### src/chdm_pkg.sv
// Purpose: shared constants and carriers for the channel/host transfer block
// Assumes: 100 MHz clock, plain register port with one-cycle read latency
// Notes:   offsets are word indices on the register port
package chdm_pkg;
	localparam int unsigned CLK_MHZ = 100;
	// register offsets
	localparam logic [3:0] ADDR_DATA   = 4'h0;
	localparam logic [3:0] ADDR_WADDR  = 4'h1;
	localparam logic [3:0] ADDR_CTRL   = 4'h2;
	localparam logic [3:0] ADDR_STAT   = 4'h3;
	localparam logic [3:0] ADDR_MASK   = 4'h4;
	// control register fields
	localparam int CTL_PARITY_ERROR_STOP  = 0;
	localparam int CTL_RESPONSE_TIMEOUT_DISABLE  = 1;
	localparam int CTL_MAINT_CLOCK_ENABLE_ALT  = 2;
	localparam int CTL_XBA_LO  = 3;
	localparam int CTL_XBA_HI  = 4;
	localparam int CTL_ODD     = 5;
	localparam int CTL_TSFF    = 6;
	localparam int CTL_MCLKF   = 7;
	// status (sticky event) fields
	localparam int ST_ADDRESS_PARITY_GOOD   = 0;
	localparam int ST_RESP_TO = 1;
	localparam int ST_GNT_TO  = 2;
	localparam int ST_PARERR  = 3;
	localparam int ST_STOP    = 4;
	localparam int ST_W       = 5;
	localparam logic [15:0] RST_WORD = 16'h0000;
	// timing
	localparam int unsigned RESP_TO_MS   = 5000;
	localparam int unsigned RESP_TO_CYC  = RESP_TO_MS * 1000 * CLK_MHZ;
	localparam int unsigned GNT_TO_US    = 10;
	localparam int unsigned GNT_TO_CYC   = GNT_TO_US * CLK_MHZ;
	localparam int unsigned TMR_W        = 32;

	// host bus request carrier
	typedef struct packed {
		logic        req;
		logic        wr;
		logic [17:0] addr;
		logic [15:0] wdata;
	} chdm_hreq_t;

	// channel outbound byte with parity
	typedef struct packed {
		logic       par;
		logic [7:0] data;
	} chdm_cbyte_t;

	typedef enum logic [1:0] {
		CHDM_PURP_DATA,
		CHDM_PURP_STATUS,
		CHDM_PURP_LOG
	} chdm_purp_t;
endpackage

### src/chdm_timer.sv
// Purpose: restartable timeout counter
// Assumes: synchronous reset, one clock
// Notes:   non-sticky expiry pulse output, one cycle at terminal count
`timescale 1ns/1ps
module chdm_timer #(
	parameter logic [31:0] LIMIT = 32'h0000_0064
) (
	// clock and reset
	input  wire logic i_clk,
	input  wire logic i_rst,
	// control
	input  wire logic i_run,
	input  wire logic i_restart,
	// expiry
	output logic      o_expire
);
	logic [31:0] count;

	// counts while running; restart or idle clears
	always_ff @(posedge i_clk) begin
		if (i_rst || i_restart || !i_run) begin
			count <= 32'h0;
			o_expire <= 1'b0;
		end else begin
			count <= (count == LIMIT) ? count : count + 32'h1;
			o_expire <= (count == LIMIT - 32'h1);
		end
	end
endmodule

### src/chdm_top.sv
// Purpose: transfer datapath and error supervision of the channel bridge
// Assumes: inputs synchronous to i_clk; host bus grant is a level
// Notes:   long timeouts are parameters so simulation can shorten them
`timescale 1ns/1ps

// Behaviour
// [RULE1] Each word moved by memory transfer is held in the data register.
// [RULE2] The channel address byte is checked for odd parity, good sets a flag.
// [RULE3] With operational-in up and no software access in 5 s, flag an error.
// [RULE4] Flag an error when bus mastership is not granted in the interval.
// [RULE5] In maintenance clock mode the time state moves only on pulses.
// [RULE6] Each pulse toggles the maintenance flop; set and clear step a state.
// [RULE7] Address bit zero lives in an odd flop and reads back as zero.
// [RULE8] The odd flop initialises the byte alternator.
// [RULE9] During data transfer the address register is the word address.
// [RULE10] During channel selection it points at the status word.
// [RULE11] When logging it is the address of the event table entry.
// [RULE12] With parity stop set, a bad outbound byte ends the transfer.
// [RULE13] With parity stop clear, the error is flagged and transfer goes on.
// [RULE14] The byte alternator tracks the half of the current word.
// [RULE15] Address steps by two per word; overflow flips extended bits.
// [RULE16] Both timeouts count this clock, restart on events, clear on reset.
module chdm_top #(
	parameter logic [31:0] RESP_LIMIT = chdm_pkg::RESP_TO_CYC,
	parameter logic [31:0] GNT_LIMIT  = chdm_pkg::GNT_TO_CYC
) (
	// clock and reset
	input  wire logic        i_clk,
	input  wire logic        i_rst,
	// register port
	input  wire logic [3:0]  i_addr,
	input  wire logic [15:0] i_wdata,
	input  wire logic        i_wr,
	input  wire logic        i_rd,
	output logic      [15:0] o_rdata,
	// channel side
	input  wire logic        i_opl_in,
	input  wire logic        i_addr_valid,
	input  wire chdm_pkg::chdm_cbyte_t i_bus_out,
	input  wire logic        i_byte_valid,
	// sequencer side
	input  wire logic        i_xfer_active,
	input  wire logic        i_xfer_dir_in,
	input  wire chdm_pkg::chdm_purp_t  i_purpose,
	input  wire logic        i_maint_pulse,
	input  wire logic        i_ts_advance,
	// host bus master
	output chdm_pkg::chdm_hreq_t       o_hreq,
	input  wire logic        i_grant,
	input  wire logic        i_done,
	input  wire logic [15:0] i_hrdata,
	// outputs to sequencer and software
	output logic      [7:0]  o_byte_in,
	output logic             o_xfer_stop,
	output logic             o_time_state,
	output logic             o_irq
);
	import chdm_pkg::*;

	logic [15:0]     data_word;
	logic [15:1]     waddr;
	logic            odd_flop;
	logic [1:0]      xba;
	logic            par_stop, tim_dis, mclk_en, mclk_flop, mclk_prev;
	logic            byte_alternator_flop, time_state;
	logic [ST_W-1:0] status, mask;
	logic            req_pend;
	logic            resp_exp, gnt_exp;

	// decode
	wire wr_data  = i_wr && (i_addr == ADDR_DATA);
	wire wr_waddr = i_wr && (i_addr == ADDR_WADDR);
	wire wr_ctrl  = i_wr && (i_addr == ADDR_CTRL);
	wire wr_stat  = i_wr && (i_addr == ADDR_STAT);
	wire wr_mask  = i_wr && (i_addr == ADDR_MASK);
	wire sw_touch = i_wr || i_rd;

	// [RULE2] odd parity check
	wire par_good  = ^{i_bus_out.par, i_bus_out.data};
	wire addr_ok   = i_addr_valid && par_good;
	// [RULE12] [RULE13] outbound data parity error
	wire data_perr = i_byte_valid && !par_good && i_xfer_active;
	wire stop_now  = data_perr && par_stop;

	// [RULE15] increment by two, overflow flips extended bits
	wire [15:0] waddr_inc = {1'b0, waddr} + 16'h1;
	wire        carry     = waddr_inc[15];
	wire        word_done = o_hreq.req && i_done;

	// [RULE5] [RULE6] one full flop cycle (set then clear) steps the state
	wire mclk_step = mclk_prev && !mclk_flop;
	wire ts_step   = mclk_en ? mclk_step : i_ts_advance;

	// [RULE14] byte unpack for channel: alternator picks the half
	wire [7:0] cur_byte = byte_alternator_flop ? data_word[15:8] : data_word[7:0];
	// [RULE14] in data transfers inbound words go out only once the upper half is packed,
	// so memory never sees a half-built data word
	wire        in_full   = i_byte_valid && i_xfer_dir_in && byte_alternator_flop;
	wire [15:0] in_word   = {i_bus_out.data, data_word[7:0]};
	wire want_word = i_xfer_active && !o_xfer_stop && !req_pend
		&& (i_purpose != CHDM_PURP_DATA || in_full || !i_xfer_dir_in);

	wire [ST_W-1:0] ev = {stop_now, data_perr, gnt_exp, resp_exp, addr_ok};

	// [RULE7] readback, word address bit zero always zero
	wire [15:0] ctrl_rd = {8'h00, mclk_flop, time_state, odd_flop,
		xba[1], xba[0], mclk_en, tim_dis, par_stop};
	wire [15:0] rd_mux =
		(i_addr == ADDR_DATA)  ? data_word :
		(i_addr == ADDR_WADDR) ? {waddr, 1'b0} :
		(i_addr == ADDR_CTRL)  ? ctrl_rd :
		(i_addr == ADDR_STAT)  ? {11'h0, status} :
		(i_addr == ADDR_MASK)  ? {11'h0, mask} : 16'h0000;

	// [RULE3] [RULE16] software response timer
	chdm_timer #(.LIMIT(RESP_LIMIT)) u_resp (
		.i_clk     (i_clk),
		.i_rst     (i_rst),
		.i_run     (i_opl_in && !tim_dis),
		.i_restart (sw_touch),
		.o_expire  (resp_exp)
	);

	// [RULE4] [RULE16] bus grant timer restarts per request
	chdm_timer #(.LIMIT(GNT_LIMIT)) u_gnt (
		.i_clk     (i_clk),
		.i_rst     (i_rst),
		.i_run     (o_hreq.req && !i_grant),
		.i_restart (word_done),
		.o_expire  (gnt_exp)
	);

	// control bits
	always_ff @(posedge i_clk) begin
		if (i_rst) begin
			{par_stop, tim_dis, mclk_en} <= 3'h0;
		end else if (wr_ctrl) begin
			par_stop <= i_wdata[CTL_PARITY_ERROR_STOP];
			tim_dis  <= i_wdata[CTL_RESPONSE_TIMEOUT_DISABLE];
			mclk_en  <= i_wdata[CTL_MAINT_CLOCK_ENABLE_ALT];
		end
	end

	// [RULE6] maintenance flop toggles per pulse
	always_ff @(posedge i_clk) begin
		if (i_rst) begin
			mclk_flop <= 1'b0;
			mclk_prev <= 1'b0;
		end else begin
			mclk_flop <= (mclk_en && i_maint_pulse) ? !mclk_flop : mclk_flop;
			mclk_prev <= mclk_flop;
		end
	end

	// [RULE5] time state holds unless stepped
	always_ff @(posedge i_clk) begin
		if (i_rst)
			time_state <= 1'b1;
		else if (ts_step)
			time_state <= !time_state;
	end

	// [RULE7] [RULE9] [RULE10] [RULE11] [RULE15] word address and odd flop
	always_ff @(posedge i_clk) begin
		if (i_rst) begin
			waddr    <= 15'h0;
			odd_flop <= 1'b0;
			xba      <= 2'h0;
		end else if (wr_waddr) begin
			waddr    <= i_wdata[15:1];
			odd_flop <= i_wdata[0];
		end else if (wr_ctrl) begin
			xba <= {i_wdata[CTL_XBA_HI], i_wdata[CTL_XBA_LO]};
		end else if (word_done && i_purpose == CHDM_PURP_DATA
			&& (byte_alternator_flop || o_hreq.wr)) begin
			waddr <= waddr_inc[14:0];
			if (carry)
				xba <= ~xba;
		end
	end

	// [RULE8] [RULE14] byte alternator
	always_ff @(posedge i_clk) begin
		if (i_rst)
			byte_alternator_flop <= 1'b0;
		else if (!i_xfer_active)
			byte_alternator_flop <= odd_flop;
		else if (i_byte_valid)
			byte_alternator_flop <= !byte_alternator_flop;
	end

	// [RULE1] data word capture and host request
	always_ff @(posedge i_clk) begin
		if (i_rst) begin
			data_word <= RST_WORD;
			o_hreq    <= '0;
			req_pend  <= 1'b0;
		end else begin
			if (wr_data)
				data_word <= i_wdata;
			else if (word_done && !o_hreq.wr)
				data_word <= i_hrdata;
			else if (i_byte_valid && i_xfer_dir_in)
				data_word <= byte_alternator_flop ? {i_bus_out.data, data_word[7:0]}
					: {data_word[15:8], i_bus_out.data};
			if (word_done || gnt_exp || stop_now) begin
				o_hreq.req <= 1'b0;
				req_pend   <= 1'b0;
			end else if (want_word) begin
				o_hreq.req   <= 1'b1;
				o_hreq.wr    <= i_xfer_dir_in;
				o_hreq.addr  <= {xba, waddr, 1'b0};
				o_hreq.wdata <= in_full ? in_word : data_word;
				req_pend     <= 1'b1;
			end
		end
	end

	// sticky status: set beats write-one-clear
	always_ff @(posedge i_clk) begin
		if (i_rst) begin
			status <= '0;
			mask   <= '0;
		end else begin
			status <= (status & ~(wr_stat ? i_wdata[ST_W-1:0] : '0)) | ev;
			if (wr_mask)
				mask <= i_wdata[ST_W-1:0];
		end
	end

	// registered outputs
	always_ff @(posedge i_clk) begin
		if (i_rst) begin
			o_rdata      <= 16'h0;
			o_byte_in    <= 8'h0;
			o_xfer_stop  <= 1'b0;
			o_time_state <= 1'b1;
			o_irq        <= 1'b0;
		end else begin
			o_rdata      <= i_rd ? rd_mux : 16'h0;
			o_byte_in    <= cur_byte;
			// [RULE12] stop held until transfer ends
			o_xfer_stop  <= i_xfer_active && (o_xfer_stop || stop_now);
			o_time_state <= time_state;
			o_irq        <= |(((status | ev) & mask));
		end
	end
endmodule

### config.mk
export PLATFORM = sky130hd
export DESIGN_NAME = chdm_top
export DESIGN_NICKNAME = d
export VERILOG_FILES = /design/src/chdm_pkg.sv /design/src/chdm_timer.sv /design/src/chdm_top.sv
export SDC_FILE = /design/constraint.sdc
export NUM_CORES = 1
export LEC_CHECK = 0
export ABC_AREA = 1
export BUFFER_PORTS_ARGS = -buffer_cell sky130_fd_sc_hd__buf_2
export CAP_MARGIN = 20
export CORE_MARGIN = 5
export CORE_UTILIZATION = 45
export DETAILED_ROUTE_END_ITERATION = 10
export GPL_ROUTABILITY_DRIVEN = 0
export PLACE_DENSITY = 0.69
export REMOVE_ABC_BUFFERS = 1
export SLEW_MARGIN = 15
export SYNTH_ARGS = -nofsm -noshare
export SYNTH_HDL_FRONTEND = slang
export SYNTH_SLANG_ARGS = --single-unit
### constraint.sdc
create_clock -name i_clk -period 1.67 [get_ports i_clk]
set_input_delay 0 -clock i_clk [delete_from_list [all_inputs] [get_ports i_clk]]
set_output_delay 0 -clock i_clk [all_outputs]
set_load 0.1 [all_outputs]
# Yosys cells after proc, flatten, opt, wreduce, memory -nomap -nowiden
# Index checks and enable logic that the tools add are counted.
classes:
  addsub: 3
  n_mul: 0
  div_mod_pow: 0
  magnitude_cmp: 0
  n_eq_ne: 11
  n_shift: 0
  n_mux: 21
  bitwise_logic: 9
  reduce_logical: 63
ops:
  columns: ["operator", "n"]
  rows:
  - ["16-bit 2-to-1 mux", 7]
  - ["32-bit by 1-bit adder with 32-bit output, second input constant", 2]
  - ["32-bit by 10-bit == test with 1-bit output, second input constant", 2]
  - ["32-bit by 29-bit == test with 1-bit output, second input constant", 2]
  - ["15-bit 2-to-1 mux", 3]
  - ["1-bit logical AND", 23]
  - ["15-bit by 1-bit adder with 16-bit output, second input constant", 1]
  - ["8-bit 2-to-1 mux", 2]
  - ["5-bit 2-to-1 mux", 3]
  - ["1-bit logical NOT", 12]
  - ["1-bit logical OR", 11]
  - ["5-bit AND", 2]
  - ["5-bit OR", 2]
  - ["9-bit XOR reduction", 1]
  - ["4-bit by 2-bit == test with 1-bit output, second input constant", 2]
  - ["2-bit AND reduction", 4]
  - ["2-bit nonzero test", 4]
  - ["2-bit 2-to-1 mux", 3]
  - ["3-bit nonzero test", 2]
  - ["5-bit NOT", 1]
  - ["5-bit OR reduction", 1]
  - ["4-bit by 1-bit == test with 1-bit output, second input constant", 1]
  - ["4-bit by 3-bit == test with 1-bit output, second input constant", 1]
  - ["4-bit logical NOT", 1]
  - ["8 further kinds", 14]
word_totals:
  register_bits: 179
  latch_bits: 0
  ramBits: 0
  rom_bits: 0
  out_inout_bits: 63
  wordCells: 134
  n_memories: 0

# Logic depth before layout (Yosys ltp)
# Gate-level depths: netlist (run 1).
logic_depth:
  word_depth: 8
  ltp_mapped: 14
  depth_no_buf: 14

# Modules after synthesis
# From an unflattened synthesis (run 1), not the netlist that was laid out.
hier_totals:
  hier_cells: 1425
  area_unflattened_um2: 9541.7
modules_own_cells:
  columns: ["mod", "n_inst", "cells_each", "area_per_inst_um2"]
  rows:
  - ["chdm_top", 1, 754, 5492.8]
  - ["chdm_timer (u_resp)", 1, 337, 2045.7]
  - ["chdm_timer (u_gnt)", 1, 334, 2003.2]

# Least setup slack after synthesis (run 1)
# Ideal clock, no wire load.
synth_path:
  kind: "register to register"
  from: "reg o_hreq[34] in the netlist's numbering"
  to: "reg waddr[6] in the netlist's numbering"
  setup_time_ns: 0.095
  t_arrival_ns: 1.990
  required_ns: 1.575
  slack_ns: -0.416
  stages_incl_launch_ff: 6
  n_path_buf: 1
  period_less_slack_ns: 2.086
  cell_sequence: "dfxtp_1 > nor2_1 > nor3_1 > o21ai_2 > buf_2 > a221oi_1"
synth_between:
  elab_chain_cells: 4
synth_rtl:
  columns: ["element", "line", "rtl"]
  rows:
  - ["start, declared", "chdm_top.sv:48", "output chdm_pkg::chdm_hreq_t o_hreq,"]
  - ["1-bit logical OR", "chdm_top.sv:175", "&& (byte_alternator_flop || o_hreq.wr)) begin"]
  - ["1-bit logical AND", "chdm_top.sv:175", null]
  - ["2-bit nonzero test (no source line)", null, null]
  - ["2-bit AND reduction (no source line)", null, null]
  - ["end signal, assigned", "chdm_top.sv:170", "waddr <= i_wdata[15:1];"]
  - ["end signal, assigned", "chdm_top.sv:176", "waddr <= waddr_inc[14:0];"]
  - ["end, declared", "chdm_top.sv:61", "logic [15:1] waddr;"]
# Every way passes these cells.
# A chain may end at the register's enable or synchronous reset.

==> results.json, run 1 <==
{
  "outcome": "finished, violations left",
  "violations": "setup timing",
  "switching_share_pct": 26.3,
  "reg2reg_depth": 11,
  "ys_warn_count": 0,
  "grt_max_degree": 39,
  "root_buffer": "clkbuf_16",
  "drt-wirelength-per-cell_um": 15.3,
  "pwr-share-comb_pct": 12.3,
  "cts_buffers": 17,
  "layout.nets": 1510,
  "worstSkewPairLatency_ns": 0.43,
  "finalSetupViolations": 1,
  "gr-total-overflow": 0,
  "power.density_nw_per_um2": 859,
  "routed_wl_um": 26500,
  "drtIter0Drc": 704,
  "power_switching_mw": 2.61,
  "finalWorstSetupSlack_ns": -0.0313,
  "hold_class": "in2reg",
  "path_clk_slew_ns": 0.07,
  "p_int_mw": 7.29,
  "cp.arrival_ns": 2.07,
  "num_vias": 9155,
  "synth_enable_flop_cells": 0,
  "end_kind": "flip-flop",
  "worstSetupStartpointType": "primary input",
  "synth.area.top_cells": "dfxtp_1 41%, nand2_1 11%, a21oi_1 8.2%, inv_1 6.1%, o21ai_0 5.1%",
  "detailed_place_hpwl_um": 18900,
  "grt_use_total_pct": 22.9,
  "synth_top_area_share_pct": 41.0,
  "ys_types": 49,
  "die_area_sq_um": 22300,
  "io_pins": 123,
  "drtPass1Iterations": 6,
  "cts_sinks": 179,
  "antenna_found_initial": 3,
  "fp.dieW_um": 149,
  "cts_tree": "done",
  "p_total_mw": 9.89,
  "stdcell_area_sq_um": 11500,
  "clock.fmax_mhz": 588,
  "clock_power_share_pct": 42.8,
  "syn_avg_cell_area_sq_um": 7.08,
  "ys_seq_area_share_pct": 41.0,
  "final-hold-violation-count": 0,
  "via_per_inst": 5.31,
  "yosysMostFrequentCell": "nand2_1",
  "ir_drop_v": 0.000745,
  "synth-async-reset-ratio_pct": 0,
  "syn_to_final_growth_pct": 31.7,
  "hold_depth": 5,
  "yosysTopAreaCell": "dfxtp_1",
  "cp_max_fo": 35,
  "p_seq_share_pct": 44.9,
  "pre_cts_ws_ns": -0.0400,
  "h-tree-depth": 4,
  "port_buffers": 121,
  "drtAntennaViolNets": 0,
  "place_area_sq_um": 10000,
  "rsz0062_at_grt": "yes",
  "final_cells": 1724,
  "placedCellCount": 1638,
  "fin_tns_setup_ns": -0.0313,
  "drive_above_1_share_pct": 26.3,
  "layout_min_cycle_time_ns": 1.70,
  "critical_path_class": "in2reg",
  "initial_core_util_pct": 45.4,
  "synth_common_cells": "251 x nand2_1, 179 x dfxtp_1, 144 x a21oi_1, 141 x inv_1, 89 x o21ai_0",
  "synth_seq_cells": 179,
  "max_slew_margin_pct": 60.2,
  "max_cap_viol_count": 0,
  "syn_area_sq_um": 8740,
  "slew_viol_final": 0,
  "leakage_nw": 4.65,
  "grt_pass1_vias": 8460,
  "fin_worst_skew_ns": 0.0122,
  "cts_buffer_depth": 2,
  "row_count": 51,
  "grt_pass1_wl_um": 41300,
  "die_h_um": 149,
  "worst_ep_required_time_ns": 2.04,
  "synth_top_flop_cell": "dfxtp_1",
  "core_sq_um": 19300,
  "drc": 0,
  "synthCells": 1235,
  "tightest_slew_ns": 0.595,
  "final.period_utilization_pct": 102
}
[layer usage]
metal  up-vias  wire, um  GRT usage, %
li1       4591         -             -
met1      4177     10900          28.4
met2       341     13200          40.4
met3        46      1650          3.74
met4         0       750          8.01
met5         -         0             0
[cell usage in the layout, fill, tap and decap left out, types with 20 or more instances in the layout]
| cell | n |
|---|---|
| buf_4 | 86 |
| inv_1 | 131 |
| a31oi_1 | 20 |
| nor2_1 | 73 |
| a21oi_1 | 141 |
| dlygate4sd3_1 | 27 |
| o21ai_0 | 82 |
| buf_2 | 121 |
| dfxtp_1 | 152 |
| nor3_1 | 24 |
| nand2_1 | 242 |
| nand4_1 | 60 |
| nand3_1 | 40 |
| dfxtp_2 | 20 |
[final timing paths]
check                              start                                end  slack (ns)
max                                i_rst  byte_alternator_flop$_SDFFE_PP0P_       -0.03
max reg2reg  u_gnt.count[0]$_SDFFE_PP0P_       u_gnt.count[28]$_SDFFE_PP0P_        0.01
min                         i_hrdata[10]         data_word[10]$_SDFFE_PP0P_        0.02
min reg2reg      o_hreq[28]$_SDFFE_PP0P_            o_hreq[28]$_SDFFE_PP0P_        0.46
[stage by stage]
step,utilization (%),hold slack (ns)
finish,59.8,0.0232
global route,59.8,0.0419
CTS,57.3,0.00725
detailed placement,52.0,0.258
global placement,52.0,0.252
floorplan,-,0.0662
[sequential cells by signal, indices dropped and copies added, names as in the netlist, 2 cells and up]
name	cells
o_hreq	34
u_gnt.count	32
u_resp.count	32
data_word	16
o_rdata	16
waddr	15
o_byte_in	8
mask	5
status	5
xba	2
[power by group through the flow]
stage          logic, mW  clock network (mW)  registers, mW
2_1_floorplan      0.405                   0           4.84
6_report            1.21                4.23           4.45
3_3_place_gp        1.11                   0           4.55
4_1_cts             1.17                4.30           4.45
5_1_grt             1.30                4.51           4.45
3_5_place_dp        1.11                   0           4.55
[cells by family after synthesis]
family	Yosys count	synth area share [%]
fa+ha+maj	5	0.715
buf+inv	202	9.37
xor+xnor	14	1.40
other cells	1	0.0429
simple gates	526	28.1
compound gates	308	19.4
flops	179	41.0
[area by class of cell]
type                       instances  area, sq um
fill                            1786         7750
antenna                            3         7.51
multi-input combinational        854         4700
clock buffer                      21          460
clock inverter                     9          155
tap                              265          332
timing repair inverter             1         7.51
inverter                         150          566
sequential                       179         3630
timing repair buffer             242         1660
[worst max-delay path, cell delays in order]
cell           delay [ns]
dlygate4sd3_1        0.54
buf_2                0.21
inv_1                0.28
buf_12               0.24
o21ai_0              0.10
a21oi_1              0.13
dlygate4sd3_1        0.57
[repair_timing]
item,4_1_cts,5_1_grt
hold endpoints to repair,35,0
gates cloned,0,1
resized for setup,21,110
endpoints found under the setup margin,9,66
hold buffers,27,0
buffers inserted,10,15
pin swaps,15,37
Power figures use the tool's default switching activity.
==> run 2: changes to the inputs <==
--- a/config.mk
+++ b/config.mk
@@ -10,6 +10,7 @@
 export CAP_MARGIN = 20
 export CORE_MARGIN = 5
 export CORE_UTILIZATION = 45
+export CTS_CLUSTER_SIZE = 8
 export DETAILED_ROUTE_END_ITERATION = 10
 export GPL_ROUTABILITY_DRIVEN = 0
 export PLACE_DENSITY = 0.69
@@ -18,3 +19,4 @@
 export SYNTH_ARGS = -nofsm -noshare
 export SYNTH_HDL_FRONTEND = slang
 export SYNTH_SLANG_ARGS = --single-unit
+export TNS_END_PERCENT = 100
==> constraint.sdc (replaced) <==
create_clock -name i_clk -period 1.67 [get_ports i_clk]
set_input_delay 0.2505 -clock i_clk [delete_from_list [all_inputs] [get_ports i_clk]]
set_output_delay 0.2505 -clock i_clk [all_outputs]
set_load 0.1 [all_outputs]
==> run 2 against run 1 <==
- the run still ends with setup timing left
- sequential cell count unchanged
- final area decreased by 0.20%
- clock-buffer cell count decreased by 1
- sequential power about the same
- sequential share of layout area about the same
- critical path type is now reg2reg
- die area unchanged
- maximum frequency increased by 0.62%
- worst hold slack improved by 0.027 ns
- via count increased by 1.0%
==> results.json, run 2 (synthesized netlist as in run 1, its figures left out) <==
{
  "cp.arrival_ns": 2.06,
  "ir_drop_v": 0.000757,
  "final-hold-violation-count": 0,
  "pwr-share-comb_pct": 11.9,
  "max_cap_viol_count": 0,
  "final_cell_mix": "242 x nand2_1, 155 x dfxtp_1, 143 x a21oi_1, 132 x inv_1, 124 x buf_4",
  "num_vias": 9247,
  "cp_max_fo": 4,
  "critical-path-slowest-cell": "dfxtp_4",
  "worstSetupStartpointType": "flip-flop",
  "drtIter0Drc": 634,
  "reg_top3": "o_hreq (34), u_gnt.count (32), u_resp.count (32)",
  "cts_sinks": 179,
  "wl_met3_um": 1720,
  "leakage_nw": 4.72,
  "grt_pass1_vias": 8435,
  "drtAntennaViolNets": 0,
  "finalSetupViolations": 2,
  "power_switching_mw": 2.66,
  "clock_power_share_pct": 43.3,
  "outcome": "finished, violations left",
  "worst_ep_required_time_ns": 2.04,
  "drtPass1Iterations": 7,
  "cts-hold-fix-buffers": 0,
  "drc": 0,
  "max_slew_margin_pct": 63.4,
  "fp.dieW_um": 149,
  "pre_cts_ws_ns": -0.160,
  "dr_wl_met2_um": 12500,
  "antenna_found_initial": 1,
  "antennaDiodeCount": 0,
  "p_seq_share_pct": 44.7,
  "switching_share_pct": 26.7,
  "grt_max_degree": 40,
  "postLayoutCoreUtil_pct": 59.7,
  "p_int_mw": 7.28,
  "final.period_utilization_pct": 101,
  "end_kind": "flip-flop",
  "drive_above_1_share_pct": 27.9,
  "final_cells": 1732,
  "hold_class": "in2reg",
  "critical_path_class": "reg2reg",
  "num-fill-cells": 1800,
  "grt_use_total_pct": 22.6,
  "core_sq_um": 19300,
  "violations": "setup timing",
  "fin_worst_skew_ns": 0.00837,
  "h-tree-depth": 4,
  "root_buffer": "clkbuf_16",
  "drt-wirelength-per-cell_um": 15.2,
  "drt-met1-wl_um": 10900,
  "layout.nets": 1519,
  "top_layer_used": "met5",
  "path_cells": "ha_4 > nand2_4 > inv_2 > nand4_1 > nor2_2 > nand4_1 > nor2_2 > inv_2 > o21ai_1 > nand2_1 > nor2_1",
  "layout_min_cycle_time_ns": 1.69,
  "final_common_cell": "nand2_1",
  "cts_buffers": 17,
  "port_buffers": 121,
  "rsz0062_at_grt": "yes",
  "r2r_slack_ns": -0.02,
  "clock.fmax_mhz": 591,
  "p_total_mw": 9.94,
  "initial_core_util_pct": 45.4,
  "slew_viol_final": 0,
  "detailed_place_hpwl_um": 19200,
  "gr-total-overflow": 0,
  "cpPeakStageDelay_ns": 0.37,
  "path_clk_slew_ns": 0.07,
  "tightest_slew_ns": 0.548,
  "row_count": 51,
  "power.density_nw_per_um2": 864,
  "largest_reg_flops": 34,
  "syn_to_final_growth_pct": 31.5,
  "io_pins": 123,
  "regMostFlops": "o_hreq",
  "die_area_sq_um": 22300,
  "die_h_um": 149,
  "finalWorstSetupSlack_ns": -0.0208,
  "grt_pass1_wl_um": 40600,
  "placedCellCount": 1679,
  "cts_buffer_depth": 2,
  "routed_wl_um": 26200,
  "worstSkewPairLatency_ns": 0.44,
  "via_per_inst": 5.34,
  "cts_tree": "done"
}
[run 2: cell types whose count changed in the layout (fill, tap and decap cells not counted), sizes merged]
cell         before  now
dlygate4sd3      27    0
clkinv            6    8
clkbuf           21   20
diode             3    0
buf             215  252
[run 2: final cells by class]
cell class,instances,area (sq um),share of cell area [%]
inverter,150,563,4.90
clock inverter,12,180,1.57
sequential,179,3630,31.6
tap,265,332,2.88
timing repair buffer,252,1650,14.4
clock buffer,20,457,3.97
multi-input combinational,854,4690,40.8
[run 2: through the flow]
step | hold slack (ns) | cell area, sq um | TNS [ns]
final | 0.0505 | 11500 | -0.0370
after global routing | 0.0581 | 11500 | -2.05
after CTS | 0.0541 | 11000 | -0.0388
after detailed placement | 0.450 | 10300 | -3.98
after global placement | 0.446 | 10300 | -0.991
after floorplan | 0.317 | 8490 | -114.96
[run 2: repair_timing]
item | CTS | global route
gates cloned | 0 | 0
pin swaps | 7 | 39
setup endpoints to repair | 21 | 68
gates resized for setup | 20 | 102
setup buffers | 1 | 20
[run 2: final timing paths]
check | startpoint | endpoint | depth (start not counted)
max | u_gnt.count[1]$_SDFFE_PP0P_ | u_gnt.count[22]$_SDFFE_PP0P_ | 11
min | i_xfer_active | byte_alternator_flop$_SDFFE_PP0P_ | 2
max reg2reg | u_gnt.count[1]$_SDFFE_PP0P_ | u_gnt.count[22]$_SDFFE_PP0P_ | 11
min reg2reg | o_hreq[26]$_SDFFE_PP0P_ | o_hreq[26]$_SDFFE_PP0P_ | 2
[run 2: layer usage]
layer	vias to the layer above	global-route usage, %
met1	4212	28.2
li1	4605	-
met3	79	3.71
met5	-	0
met4	2	10.3
met2	349	38.3
[run 2: power groups by stage]
stage | Clock, mW | Sequential (mW) | Combinational [mW]
after floorplan | 0 | 4.84 | 0.405
after global placement | 0 | 4.54 | 1.15
after detailed placement | 0 | 4.54 | 1.16
after CTS | 4.36 | 4.45 | 1.17
after global routing | 4.55 | 4.45 | 1.28
final | 4.31 | 4.45 | 1.18
[run 2: worst max-delay path: cells and delay by family, from the launching register on]
family / cells / cell delay, ns
compound gates: 1 / 0.11
fa+ha+maj: 1 / 0.15
flops: 1 / 0.37
simple gates: 7 / 0.86
buf+inv: 2 / 0.13
==> run 3: changes to the inputs <==
--- a/config.mk
+++ b/config.mk
@@ -13,7 +13,7 @@
 export CTS_CLUSTER_SIZE = 8
 export DETAILED_ROUTE_END_ITERATION = 10
 export GPL_ROUTABILITY_DRIVEN = 0
-export PLACE_DENSITY = 0.69
+export PLACE_DENSITY = 0.66
 export REMOVE_ABC_BUFFERS = 1
 export SLEW_MARGIN = 15
 export SYNTH_ARGS = -nofsm -noshare
==> constraint.sdc (replaced) <==
create_clock -name i_clk -period 2.1 [get_ports i_clk]
set_input_delay 0.315 -clock i_clk [delete_from_list [all_inputs] [get_ports i_clk]]
set_output_delay 0.315 -clock i_clk [all_outputs]
set_load 0.1 [all_outputs]
==> run 3 against run 2 <==
- the flow now finishes without violations
- utilization decreased by 6.3 points
- critical endpoint is now waddr[13]$_SDFFE_PP0P_
- largest power group unchanged
- register-to-register slack improved by 0.22 ns
- non-clock buffer count down 102
- power fell by 23%
- first-iteration DRC count fell by 12%
- sequential cell count unchanged
- sequential power shrank 20%
- combinational power is 25% lower
==> results.json, run 3 (synthesized netlist as in run 1, its figures left out) <==
{
  "fp.dieW_um": 149,
  "layout.nets": 1417,
  "worstSkewPairLatency_ns": 0.43,
  "port_buffers": 121,
  "grt_pass1_wl_um": 40000,
  "power.density_nw_per_um2": 748,
  "cp_max_fo": 5,
  "fin_worst_skew_ns": 0.0102,
  "root_buffer": "clkbuf_16",
  "worst_ep_required_time_ns": 2.46,
  "stdcell_area_sq_um": 10300,
  "outcome": "completed",
  "drt-wirelength-per-cell_um": 15.3,
  "place_area_sq_um": 9680,
  "clock.fmax_mhz": 527,
  "cts_sinks": 179,
  "reg_top3": "o_hreq (34), u_gnt.count (32), u_resp.count (32)",
  "drtPass1Iterations": 7,
  "hold_class": "in2reg",
  "cpPeakStageDelay_ns": 0.43,
  "via_per_inst": 5.33,
  "gr-total-overflow": 0,
  "drc": 0,
  "layout_min_cycle_time_ns": 1.90,
  "largest_reg_flops": 34,
  "worstSetupStartpointType": "flip-flop",
  "regMostFlops": "o_hreq",
  "final.period_utilization_pct": 90.3,
  "slew_viol_final": 0,
  "antenna_found_initial": 4,
  "reg2reg_depth": 10,
  "die_area_sq_um": 22300,
  "grt_pass1_vias": 8021,
  "antennaDiodeCount": 0,
  "pre_cts_ws_ns": 0.175,
  "final-hold-violation-count": 0,
  "initial_core_util_pct": 45.4,
  "grt_max_degree": 34,
  "path_cells": "ha_1 > nand3_1 > nor2_1 > nand2_1 > nor2_2 > nand2_1 > nor2_2 > xor2_1 > o21ai_0 > a21oi_1",
  "cts_setup_buffers": 0,
  "routed_wl_um": 24900,
  "max_slew_margin_pct": 43.8,
  "placedCellCount": 1598,
  "max_cap_viol_count": 0,
  "p_total_mw": 7.69,
  "finalWorstSetupSlack_ns": 0.203,
  "final_common_cell": "nand2_1",
  "drtIter0Drc": 556,
  "finalSetupViolations": 0,
  "detailed_place_hpwl_um": 18900,
  "postLayoutCoreUtil_pct": 53.4,
  "r2r_slack_ns": 0.20,
  "ir_drop_v": 0.000570,
  "h-tree-depth": 4,
  "fin_hold_ws_ns": 0.125,
  "final_cell_mix": "251 x nand2_1, 178 x dfxtp_1, 143 x a21oi_1, 141 x inv_1, 121 x buf_2",
  "cp.arrival_ns": 2.25,
  "cts_tree": "done",
  "worst_hold_startpoint": "i_xfer_active",
  "critical_path_class": "reg2reg",
  "leakage_nw": 4.04,
  "io_pins": 123,
  "r2r-start": "waddr[2]$_SDFFE_PP0P_",
  "path_clk_slew_ns": 0.07,
  "worstHoldEndpoint": "byte_alternator_flop$_SDFFE_PP0P_",
  "end_kind": "flip-flop",
  "critPathTopFamily": "simple AND/OR/NAND/NOR gates",
  "hold_depth": 2,
  "r2r_end": "waddr[13]$_SDFFE_PP0P_",
  "cp_num_buf_inv": 0,
  "drive_above_1_share_pct": 17.2,
  "cts_buffer_depth": 2,
  "core_sq_um": 19300,
  "syn_to_final_growth_pct": 17.6,
  "grt_use_total_pct": 22.3,
  "cts_buffers": 17,
  "num_vias": 8676,
  "tightest_slew_ns": 0.839,
  "final_cells": 1629,
  "drtAntennaViolNets": 0,
  "critical_path_depth": 10,
  "row_count": 51,
  "fin_tns_setup_ns": 0,
  "die_h_um": 149,
  "critical-path-slowest-cell": "dfxtp_1"
}
## run 3: changes by cell type in the layout (fill, tap and decap cells not counted), sizes merged
cell | previous run | this run
clkbuf | 20 | 19
clkinvlp | 2 | 3
bufinv | 4 | 3
buf | 252 | 150
## run 3: worst max path at each step
stage,from,end,slack (ns)
5_1_grt,u_gnt.count[0]$_SDFFE_PP0P_,u_gnt.count[24]$_SDFFE_PP0P_,-0.008
3_3_place_gp,i_addr[0],data_word[11]$_SDFFE_PP0P_,0.21
3_5_place_dp,i_addr[0],data_word[8]$_SDFFE_PP0P_,0.17
2_1_floorplan,req_pend$_SDFFE_PP0P_,u_gnt.count[4]$_SDFFE_PP0P_,-1.20
4_1_cts,waddr[1]$_SDFFE_PP0P_,waddr[13]$_SDFFE_PP0P_,0.21
6_report,waddr[2]$_SDFFE_PP0P_,waddr[13]$_SDFFE_PP0P_,0.20
## run 3: cell type report
class / count / area, sq um
fillers: 1938 / 8990
multi-input cells: 854 / 4350
flip-flops and latches: 179 / 3580
repair buffers: 150 / 848
inverters: 150 / 563
clock buffers: 19 / 443
well taps: 265 / 332
clock inverters: 12 / 158
## run 3: routing by layer
layer	wire length, um	vias up	global-route usage (%)
li1	-	4386	-
met1	10600	3898	28.4
met2	11500	315	36.3
met3	2050	69	5.65
met4	775	8	9.02
met5	55	-	0
## run 3: power breakdown
| part | internal (mW) | switching (mW) | leakage, nW |
|---|---|---|---|
| sequential | 3.48 | 0.0689 | 1.45 |
| clock | 1.90 | 1.36 | 0.285 |
| combinational | 0.223 | 0.663 | 2.30 |
## run 3: timing repair
item,4_1_cts,5_1_grt
endpoints found under the hold margin,0,0
gates resized for setup,0,2
hold buffers,0,0
endpoints found under the setup margin,0,2
## run 3: worst register-to-register path: stages (launching register included)
cell and delay [ns]:
dfxtp_1 0.43, ha_1 0.22, nand3_1 0.10, nor2_1 0.16, nand2_1 0.13, nor2_2 0.16, nand2_1 0.10, nor2_2 0.15
xor2_1 0.16, o21ai_0 0.09, a21oi_1 0.13
